===== config.mk =====
export PLATFORM = sky130hd
export DESIGN_NAME = can_bit_timing_mask_select
export DESIGN_NICKNAME = d
export VERILOG_FILES = /design/src/can_bit_timing_mask_select.v
export VERILOG_INCLUDE_DIRS = /design/src /design/src/src
export SDC_FILE = /design/constraint.sdc
export NUM_CORES = 1
export LEC_CHECK = 0
export ABC_AREA = 1
export BUFFER_PORTS_ARGS = -buffer_cell sky130_fd_sc_hd__buf_2
export CAP_MARGIN = 0
export CORE_UTILIZATION = 60
export CTS_BUF_LIST = sky130_fd_sc_hd__clkbuf_2
export DETAILED_ROUTE_END_ITERATION = 10
export HOLD_SLACK_MARGIN = 0.08
export PLACE_DENSITY = 0.88
export RECOVER_POWER = 50
export SYNTH_ARGS = -nofsm -noshare
export SYNTH_HDL_FRONTEND = slang
export SYNTH_SLANG_ARGS = --single-unit

===== constraint.sdc =====
create_clock -name mclk_in -period 9.9 [get_ports mclk_in]
set_clock_uncertainty 0.1 [all_clocks]
set_input_delay 1.98 -clock mclk_in [delete_from_list [all_inputs] [get_ports mclk_in]]
set_output_delay 1.98 -clock mclk_in [all_outputs]
set_load 0.02 [all_outputs]

===== src/can_bit_timing_map.vh =====
// register offsets, field positions, reset values and timing counts for the
// can bit timing and mask select block; included by its bare name
//
// Function
// - wake filter bit routes line through filter
// - phase segment 2 length is field plus one when bit 7 set, else greater of segment 1 and processing time
// - sample bit selects three samples or one
// - propagation segment length is field plus one
// - mask code selects mask 0, 1, 2
// - filters 15..8 in one register, paired bits
`ifndef CAN_BIT_TIMING_MAP_VH
`define CAN_BIT_TIMING_MAP_VH

// register word offsets on the register port
`define CAN_BIT_TIMING_CONFIG_OFS 4'h0
`define FILTER_MASK_SELECT_UPPER_OFS 4'h1

// can_bit_timing_config field positions
`define WAKE_LINE_FILTER_SEL_BIT 14
`define PHASE_SEG2_LEN_HI 10
`define PHASE_SEG2_LEN_LO 8
`define PHASE_SEG2_FREE_PROG_BIT 7
`define TRIPLE_SAMPLE_SEL_BIT 6
`define PHASE_SEG1_LEN_HI 5
`define PHASE_SEG1_LEN_LO 3
`define PROP_SEG_LEN_HI 2
`define PROP_SEG_LEN_LO 0
`define CAN_BIT_TIMING_CONFIG_WMASK 16'h47ff

// reset values
`define CAN_BIT_TIMING_CONFIG_RST 16'h0000
`define FILTER_MASK_SELECT_UPPER_RST 16'h0000

// mask source codes
`define MASK_SRC_0 2'h0
`define MASK_SRC_1 2'h1
`define MASK_SRC_2 2'h2
`define MASK_SRC_RSVD 2'h3
`define FIRST_UPPER_FILTER 4'h8

// timing
`define CLK_PERIOD_NS 5
`define TQ_DIV 8'h0a
`define PROCESSING_TIME_TQ 4'h2
`define LINE_FILT_NS 50
`define LINE_FILT_CYC ((`LINE_FILT_NS + `CLK_PERIOD_NS - 1) / `CLK_PERIOD_NS)
`define LINE_FILT_LAST 5'h09

`endif


===== src/can_bit_timing_mask_select.v =====
// can bit timing, sampling, wake line filter and upper filter mask select
// assumes a 200 MHz clock, a synchronous active low reset and a register
// port master that never issues read and write strobes together
`timescale 1ns/1ps
`default_nettype none
`include "can_bit_timing_map.vh"

module can_bit_timing_mask_select (
   // clock and reset
   input wire mclk_in,
   input wire rst_b_in,
   // register port
   input wire [3:0] addr_in,
   input wire [15:0] wdata_in,
   input wire wr_in,
   input wire rd_in,
   output reg [15:0] rdata_out,
   // can receive line and its results
   input wire can_rx_in,
   output reg wake_out,
   output reg sample_strobe_out,
   output reg sampled_bit_out,
   // segment lengths in time quanta
   output reg [3:0] prop_seg_tq_out,
   output reg [3:0] phase_seg1_tq_out,
   output reg [3:0] phase_seg2_tq_out,
   // mask lookup for a receive filter
   input wire [3:0] filter_idx_in,
   output reg [1:0] mask_sel_out,
   output reg mask_valid_out
);

   // a three bit length code gives code plus one quanta
   function [3:0] seg_len;
      input [2:0] code;
      begin
         seg_len = {1'b0, code} + 4'h1;
      end
   endfunction

   // true when the address hits the given register offset
   function addr_hit;
      input [3:0] addr;
      input [3:0] ofs;
      begin
         addr_hit = (addr == ofs);
      end
   endfunction
   reg [15:0] bit_timing_reg;
   reg [15:0] mask_select_reg;
   reg rx_s1_reg;
   reg rx_s2_reg;
   reg rx_s3_reg;
   reg rx_line_reg;
   reg rx_line_d_reg;
   reg filt_line_reg;
   reg [4:0] filt_cnt_reg;
   reg wake_line_d_reg;
   reg [7:0] tq_div_reg;
   reg [4:0] tq_cnt_reg;
   reg smp0_reg;
   reg smp1_reg;
   wire [3:0] prop_len;
   wire [3:0] ps1_len;
   wire [3:0] ps2_len;
   wire [4:0] sample_pt;
   wire [4:0] bit_len;
   wire tq_tick;
   wire hard_sync;
   wire wake_line;
   wire [15:0] rd_mux;
   wire [15:0] mask_rsvd;
   wire [31:0] mask_codes;

   // segment lengths decoded from the timing register
   assign prop_len = seg_len(bit_timing_reg[`PROP_SEG_LEN_HI:`PROP_SEG_LEN_LO]);
   assign ps1_len = seg_len(bit_timing_reg[`PHASE_SEG1_LEN_HI:`PHASE_SEG1_LEN_LO]);
   // free programmed or the greater of segment 1 and processing time
   assign ps2_len = bit_timing_reg[`PHASE_SEG2_FREE_PROG_BIT] ?
      seg_len(bit_timing_reg[`PHASE_SEG2_LEN_HI:`PHASE_SEG2_LEN_LO]) :
      ((ps1_len > `PROCESSING_TIME_TQ) ? ps1_len : `PROCESSING_TIME_TQ);
   assign sample_pt = 5'h01 + {1'b0, prop_len} + {1'b0, ps1_len};
   assign bit_len = sample_pt + {1'b0, ps2_len};

   // register writes; reserved bits stay zero
   always @(posedge mclk_in)
   begin
      if (!rst_b_in)
      begin
         bit_timing_reg <= `CAN_BIT_TIMING_CONFIG_RST;
         mask_select_reg <= `FILTER_MASK_SELECT_UPPER_RST;
      end
      else if (wr_in)
      begin
         if (addr_hit(addr_in, `CAN_BIT_TIMING_CONFIG_OFS))
         begin
            bit_timing_reg <= wdata_in & `CAN_BIT_TIMING_CONFIG_WMASK;
         end
         if (addr_hit(addr_in, `FILTER_MASK_SELECT_UPPER_OFS))
         begin
            mask_select_reg <= wdata_in;
         end
      end
   end

   // read mux; unmapped offsets read zero
   assign rd_mux = addr_hit(addr_in, `CAN_BIT_TIMING_CONFIG_OFS) ? bit_timing_reg :
      addr_hit(addr_in, `FILTER_MASK_SELECT_UPPER_OFS) ? mask_select_reg : 16'h0000;

   // read data stand only in the cycle after the strobe
   always @(posedge mclk_in)
   begin
      if (!rst_b_in)
      begin
         rdata_out <= 16'h0000;
      end
      else
      begin
         rdata_out <= rd_in ? rd_mux : 16'h0000;
      end
   end

   // per filter code slices, filter 8 in the low pair, 15 in the high pair
   genvar k;
   generate
      for (k = 0; k < 8; k = k + 1)
      begin : g_filt
         assign mask_codes[4*k+3:4*k] = {2'h0, mask_select_reg[2*k+1:2*k]};
         assign mask_rsvd[2*k+1:2*k] = {1'b0, mask_select_reg[2*k+1:2*k] == `MASK_SRC_RSVD};
      end
   endgenerate

   // mask lookup for the requested filter; reserved code falls back to mask 0
   always @(posedge mclk_in)
   begin
      if (!rst_b_in)
      begin
         mask_sel_out <= `MASK_SRC_0;
         mask_valid_out <= 1'b0;
      end
      else if (filter_idx_in[3])
      begin
         mask_valid_out <= ~mask_rsvd[{filter_idx_in[2:0], 1'b0}];
         case (mask_codes[{filter_idx_in[2:0], 2'h0} +: 2])
            `MASK_SRC_1: mask_sel_out <= `MASK_SRC_1;
            `MASK_SRC_2: mask_sel_out <= `MASK_SRC_2;
            default: mask_sel_out <= `MASK_SRC_0;
         endcase
      end
      else
      begin
         mask_sel_out <= `MASK_SRC_0;
         mask_valid_out <= 1'b0;
      end
   end

   // three flop synchroniser; the line moves once stages two and three agree
   always @(posedge mclk_in)
   begin
      if (!rst_b_in)
      begin
         rx_s1_reg <= 1'b1;
         rx_s2_reg <= 1'b1;
         rx_s3_reg <= 1'b1;
         rx_line_reg <= 1'b1;
         rx_line_d_reg <= 1'b1;
      end
      else
      begin
         rx_s1_reg <= can_rx_in;
         rx_s2_reg <= rx_s1_reg;
         rx_s3_reg <= rx_s2_reg;
         if (rx_s2_reg == rx_s3_reg)
         begin
            rx_line_reg <= rx_s3_reg;
         end
         rx_line_d_reg <= rx_line_reg;
      end
   end

   // line filter: a level must hold for the filter time to pass
   always @(posedge mclk_in)
   begin
      if (!rst_b_in)
      begin
         filt_line_reg <= 1'b1;
         filt_cnt_reg <= 5'h00;
      end
      else if (rx_line_reg == filt_line_reg)
      begin
         filt_cnt_reg <= 5'h00;
      end
      else if (filt_cnt_reg == `LINE_FILT_LAST)
      begin
         filt_line_reg <= rx_line_reg;
         filt_cnt_reg <= 5'h00;
      end
      else
      begin
         filt_cnt_reg <= filt_cnt_reg + 5'h01;
      end
   end

   // wake detection on a dominant edge of the filtered or raw line
   assign wake_line = bit_timing_reg[`WAKE_LINE_FILTER_SEL_BIT] ?
      filt_line_reg : rx_line_reg;
   always @(posedge mclk_in)
   begin
      if (!rst_b_in)
      begin
         wake_line_d_reg <= 1'b1;
         wake_out <= 1'b0;
      end
      else
      begin
         wake_line_d_reg <= wake_line;
         wake_out <= wake_line_d_reg & ~wake_line;
      end
   end

   // time quantum divider and bit position counter, hard sync on dominant edge
   assign hard_sync = rx_line_d_reg & ~rx_line_reg;
   assign tq_tick = (tq_div_reg == `TQ_DIV - 8'h01);
   always @(posedge mclk_in)
   begin
      if (!rst_b_in || hard_sync)
      begin
         tq_div_reg <= 8'h00;
         tq_cnt_reg <= 5'h00;
      end
      else if (tq_tick)
      begin
         tq_div_reg <= 8'h00;
         tq_cnt_reg <= (tq_cnt_reg == bit_len - 5'h01) ? 5'h00 : tq_cnt_reg + 5'h01;
      end
      else
      begin
         tq_div_reg <= tq_div_reg + 8'h01;
      end
   end

   // sampling: once at the sample point, or majority of the last three quanta
   always @(posedge mclk_in)
   begin
      if (!rst_b_in)
      begin
         smp0_reg <= 1'b1;
         smp1_reg <= 1'b1;
         sample_strobe_out <= 1'b0;
         sampled_bit_out <= 1'b1;
      end
      else
      begin
         sample_strobe_out <= 1'b0;
         if (tq_tick && !hard_sync)
         begin
            if (tq_cnt_reg == sample_pt - 5'h03)
            begin
               smp0_reg <= rx_line_reg;
            end
            if (tq_cnt_reg == sample_pt - 5'h02)
            begin
               smp1_reg <= rx_line_reg;
            end
            if (tq_cnt_reg == sample_pt - 5'h01)
            begin
               sample_strobe_out <= 1'b1;
               if (bit_timing_reg[`TRIPLE_SAMPLE_SEL_BIT])
               begin
                  sampled_bit_out <= (smp0_reg & smp1_reg) | (smp0_reg & rx_line_reg) |
                     (smp1_reg & rx_line_reg);
               end
               else
               begin
                  sampled_bit_out <= rx_line_reg;
               end
            end
         end
      end
   end

   // registered segment lengths for the bit engine
   always @(posedge mclk_in)
   begin
      if (!rst_b_in)
      begin
         prop_seg_tq_out <= 4'h1;
         phase_seg1_tq_out <= 4'h1;
         phase_seg2_tq_out <= `PROCESSING_TIME_TQ;
      end
      else
      begin
         prop_seg_tq_out <= prop_len;
         phase_seg1_tq_out <= ps1_len;
         phase_seg2_tq_out <= ps2_len;
      end
   end
endmodule
`default_nettype wire


[Yosys cells after proc, flatten, opt, wreduce, memory -nomap -nowiden]
Cells that the tools add are included.
Word-level totals
  register bits after elaboration: 89
  output and inout bits: 34
Cells by class
  add/sub/neg operators: 13
  order comparisons: 2
  eq/ne operators: 19
  shift-type cells: 1
  muxes and demuxes: 11
  bitwise gates (word level): 14
  reductions and logical operators: 17
Operator list (number)
  32-bit by 6-bit indexed part select with 2-bit output: 1
  15-bit two-way mux: 2
  5-bit == test: 4
  2-bit == test, second input constant: 9
  2-bit AND reduction: 9
  3-bit by 1-bit adder with 4-bit output, second input constant: 3
  5-bit by 1-bit adder with 5-bit output, second input constant: 2
  5-bit by 4-bit adder with 5-bit output: 2
  5-bit by 1-bit subtractor with 5-bit output, second input constant: 2
  5-bit by 2-bit subtractor with 5-bit output, second input constant: 2
  8-bit by 1-bit adder with 8-bit output, second input constant: 1
  8-bit by 4-bit == test with 1-bit output, second input constant: 1
  4-bit two-way mux: 2
  1-bit inverter: 7
  3-bit OR reduction: 2
  1-bit by 4-bit adder with 5-bit output, first input constant: 1
  1-bit bitwise AND: 5
  5-bit by 4-bit == test with 1-bit output, second input constant: 1
  4-bit by 5-bit less-than comparator with 1-bit output, second input constant: 1
  5-bit two-way mux: 1
  4-bit by 1-bit == test with 1-bit output, second input constant: 1
  4-bit by 2-bit greater-than comparator with 1-bit output, second input constant: 1
  4-bit zero test: 1
  1-bit two-way mux: 4
  other kinds (9): 12

[Logic depth before layout (Yosys ltp)]
  word-level depth: 8
  depth in mapped cells: 20
  mapped depth without buffers: 19

[Worst setup path after synthesis]
OpenSTA, ideal clock, no wires.
  path type: flip-flop to flip-flop
  start: register bit_timing_reg[3]
  end: register tq_cnt_reg[3]
  arrival time: 3047 ps
  path slack: 6631 ps
  cell stages (with the launch flop): 15
  period minus slack after synthesis: 3269 ps
  cells stage by stage: dfxtp_1 -> ha_1 -> fa_1 -> inv_1 -> ha_1 -> inv_1 -> ha_1 -> inv_1 -> fa_1 -> xnor2_1 -> xor2_1 -> nor4_1 -> nand2_1 -> a21oi_2 -> a21oi_1
On the way
  longest elaborated chain between the ends: 8
RTL lines
  start: declaration: RTL line can_bit_timing_mask_select.v:49  | reg [15:0] bit_timing_reg;
  start signal: assignment: RTL line can_bit_timing_mask_select.v:90  | bit_timing_reg <= `CAN_BIT_TIMING_CONFIG_RST;
  start signal: assignment: RTL line can_bit_timing_mask_select.v:97  | bit_timing_reg <= wdata_in & `CAN_BIT_TIMING_CONFIG_WMASK;
  3-bit by 1-bit adder with 4-bit output *: RTL line can_bit_timing_mask_select.v:37  | seg_len = {1'b0, code} + 4'h1;
  net ps1_len[1]: RTL line can_bit_timing_mask_select.v:64  | wire [3:0] ps1_len;
  4-bit by 2-bit greater-than comparator with 1-bit output (no line)
  4-bit two-way mux (no line)
  4-bit two-way mux: RTL line can_bit_timing_mask_select.v:79  | assign ps2_len = bit_timing_reg[`PHASE_SEG2_FREE_PROG_BIT] ?
  5-bit by 4-bit adder with 5-bit output *: RTL line can_bit_timing_mask_select.v:83  | assign bit_len = sample_pt + {1'b0, ps2_len};
  5-bit by 1-bit subtractor with 5-bit output *: RTL line can_bit_timing_mask_select.v:234  | tq_cnt_reg <= (tq_cnt_reg == bit_len - 5'h01) ? 5'h00 : tq_cnt_reg + 5'h01;
  5-bit == test *: RTL line can_bit_timing_mask_select.v:234
  5-bit two-way mux *: RTL line can_bit_timing_mask_select.v:234
  end signal: assignment: RTL line can_bit_timing_mask_select.v:234
  end: declaration: RTL line can_bit_timing_mask_select.v:60  | reg [4:0] tq_cnt_reg;
Mark *: on every way through the listed nets, which the timed path passes. The rest lies on a longest branch.
A chain may end at the register's enable or synchronous reset.

[Final worst setup path]
  start: input rst_b_in
  end: register tq_div_reg[5]
On the way
  longest elaborated chain between the ends: 3
RTL lines
  start: declaration: RTL line can_bit_timing_mask_select.v:11  | input wire rst_b_in,
  1-bit zero test
  1-bit logical OR: RTL line can_bit_timing_mask_select.v:226  | if (!rst_b_in || hard_sync)
  2-bit OR reduction (no line)
  end signal: assignment: RTL line can_bit_timing_mask_select.v:238  | tq_div_reg <= tq_div_reg + 8'h01;
  end: declaration: RTL line can_bit_timing_mask_select.v:59  | reg [7:0] tq_div_reg;
No other way between the ends.

==> results.md <==
- Final min period: 4437 ps
- CTS clock-pin slew for the worst setup and hold paths: 230 ps
- Worst Reg-to-Reg Cells: 14
- RePlAce Congestion: 0.9092
- CP delay by family, top: buffers and inverters
- Chip height: 86.28 um
- Total of max-cap violations: 0
- Cell count along the critical path: 9
- CP Buf/Inv Count: 5
- Status: complete, no violations
- Period Utilization, post-route: 44.82%
- Crit path largest cell delay: 1010 ps
- Total GRT Usage: 26.94%
- Reg-to-reg slack, setup: 6110 ps
- CP max FO: 38
- Clock buffer depth: 2
- Layer carrying the most global-route usage: met2
- Hpwl dp: 6.986 mm
- Critical Path AT: 4840 ps
- Cell Rows: 30
- Largest net degree at the start of global routing: 39
- Max Clk Rate: 0.2254 GHz
- Crit path cell chain: clkbuf_1 -> inv_1 -> a21oi_1 -> inv_1 -> nor2_1 -> inv_1 -> a21oi_1 -> o21ai_0 -> inv_1
- Final setup fails: 0
- Grt total ovfl: 0
- Slew @ Worst Pin: 1430 ps
- DRT antenna net count: 0
- Area Growth Syn to Fin: 10.36%
- RSZ-0062 raised after global routing: false
- Share of layout cells above drive strength 1: 14.55%
- FF-to-FF Start: bit_timing_reg[3]
- Clock Latency Late Sink: 560 ps
- Drt total wl: 9.407 mm
- FF+latch count, synth: 89
- Max VDD drop: 0.00007771 V
- Vias in the first global route: 3550
- Hold-fix buffers, CTS: 0
- Slew Limit Fails: 0
- Hold/Removal Path Class: reg2reg
- M2 GR Usage: 44.73%
- Post-Syn Area per Cell: 7.848 um^2
- Worst Hold Endpoint: wake_out
- Initial antenna violation count: 0
- Port Buffers: 62
- Crit end category: flop
- Hold Violations, Final: 0
- Synth area leaders: dfxtp_1, nand2_1, ha_1
- DR pass1 iterations: 5
- Crit-path slowest cell: clkbuf_1
- Crit Path Class: in2reg
- CTS tree: built
- DRT iter0 DRCs: 269
- Final net count: 655
- Grt met1 use: 34.36%
- HP Start: wake_line_d_reg
- Most frequent CP cell: inv_1
- Post-CTS Resized: 0
- Via count: 3832
- First-pass GRT wire length: 15.84 mm
- Critical Path Source Type: input pin
- Area occupied by multi-input gates: 0.002121 mm^2
- Storage element area: 0.001782 mm^2
- Postcts setup bufs: 0
- Post-synth top area cell: dfxtp_1
- Syn nets: 598
- Sequential cell area fraction in the yosys report: 41.81%
- Hold_ws: 326.2 ps
- Area of the core: 0.006832 mm^2
- Residual DRC: 0
- CTS root buf: clkbuf_2
- Top Ports: 63
- Clk sinks: 89
- Setup TNS Final: 0 ps
- Power Total: 0.6285 mW
- Synth top area share: 41.81%
- Vias per cell: 5.466
- Starting density of the core: 62.38%
- WP data required: 10310 ps
- TritonCTS buffer count: 9
- H-tree Lvls: 3
- Reg-to-reg endpoint: tq_cnt_reg[0]
- Syn. warnings: 0
- # fillers: 566
- Die extent in x: 86.28 um
- WHS Path Cells: 2
- Distinct cells, synth: 38
- PnR worst setup slack: 5463 ps
- Power density over the cells: 133.6 mW/mm^2
- N_diodes: 0
- Slew margin rel.: 4.672%
- Mapped cell area: 0.004262 mm^2
- LEAKAGE: 2.011 nW
- Setup WS pre-CTS: 5809 ps
- Cells after Synth: 543
- GRT met3 Usage: 6.381%
- Die ar.: 0.007443 mm^2
- Average wire per standard cell: 13.42 um
-- cell usage in the layout (no fill, tap or decap), types with 2 or more instances in the layout --
cell,count
nand4_1,7
nor4_1,6
nor3b_1,3
nand2_4,2
nand2_2,10
inv_6,2
nor2_1,37
clkbuf_1,19
nand3_1,38
or2_2,5
xor2_1,10
clkbuf_2,10
nor3_1,8
fa_1,2
o211ai_1,5
dfxtp_1,89
o21ai_0,49
inv_2,3
xnor2_1,11
nand3_2,2
o221ai_1,3
buf_2,43
o22ai_1,7
ha_1,24
a21oi_1,43
clkinv_2,2
nand2_1,83
inv_1,70
-- worst min-delay path, cell delays in order (launching register included) --
cell,delay (ps)
dfxtp_1,350
inv_1,40
nor2_1,30
-- where the power goes --
part	switching [mW]	internal, mW
clock network	0.126	0.0609
logic	0.0456	0.0280
registers	0.00361	0.365
total	0.175	0.454
-- how the worst max path moves through the flow --
stage                            startpoint            end
after floorplan           bit_timing_reg[3]  tq_cnt_reg[3]
after global placement             rst_b_in  tq_div_reg[5]
after detailed placement           rst_b_in  tq_div_reg[5]
after CTS                 bit_timing_reg[3]  tq_cnt_reg[0]
after global routing               rst_b_in  tq_div_reg[5]
final                              rst_b_in  tq_div_reg[5]
-- metal layers --
| metal | share of wire [%] | wire length, um |
|---|---|---|
| met4 | 2.4 | 225 |
| met5 | 0 | 0 |
| met1 | 44 | 4113 |
| met2 | 48 | 4469 |
| met3 | 6.4 | 599 |
-- cells in the mapped netlist (all sizes together) --
| cell | instances |
|---|---|
| nor3 | 9 |
| nor2 | 39 |
| o221ai | 3 |
| clkinv | 1 |
| nand4 | 7 |
| nor4 | 6 |
| nand3 | 40 |
| clkbuf | 9 |
| inv | 73 |
| a22oi | 1 |
| a311oi | 1 |
| o211ai | 5 |
| xor2 | 11 |
| xnor2 | 11 |
| dfxtp | 89 |
| a21oi | 44 |
| or2 | 5 |
| nand3b | 1 |
| nor3b | 4 |
| buf | 7 |
| nand2 | 95 |
| fa | 2 |
| ha | 24 |
| o21ai | 49 |
| o22ai | 7 |
-- kinds of logic after synthesis --
family                   Yosys count  synth area share, %
XOR/XNOR                          22                4.698
buffers and inverters             90                8.250
AND/OR/NAND/NOR                  206                23.34
adder cells (fa/ha/maj)           26                7.986
flip-flops                        89                41.81
AO/OA/AOI/OAI                    110                13.92
-- layout make-up --
class / count / area share (%)
clock inverters: 6 / 1.410
repair buffers: 62 / 6.092
clock buffers: 10 / 1.064
multi-input cells: 364 / 45.09
flip-flops and latches: 89 / 37.88
well taps: 96 / 2.554
inverters: 74 / 5.906
-- per-stage QoR --
step	std cells	util, %	area [um^2]
floorplan	543	-	4262
global placement	685	67.60	4618
detailed placement	685	67.60	4618
CTS	701	69.30	4735
global route	701	68.85	4703
finish	701	68.85	4703
(Power assumes the default switching activity.)
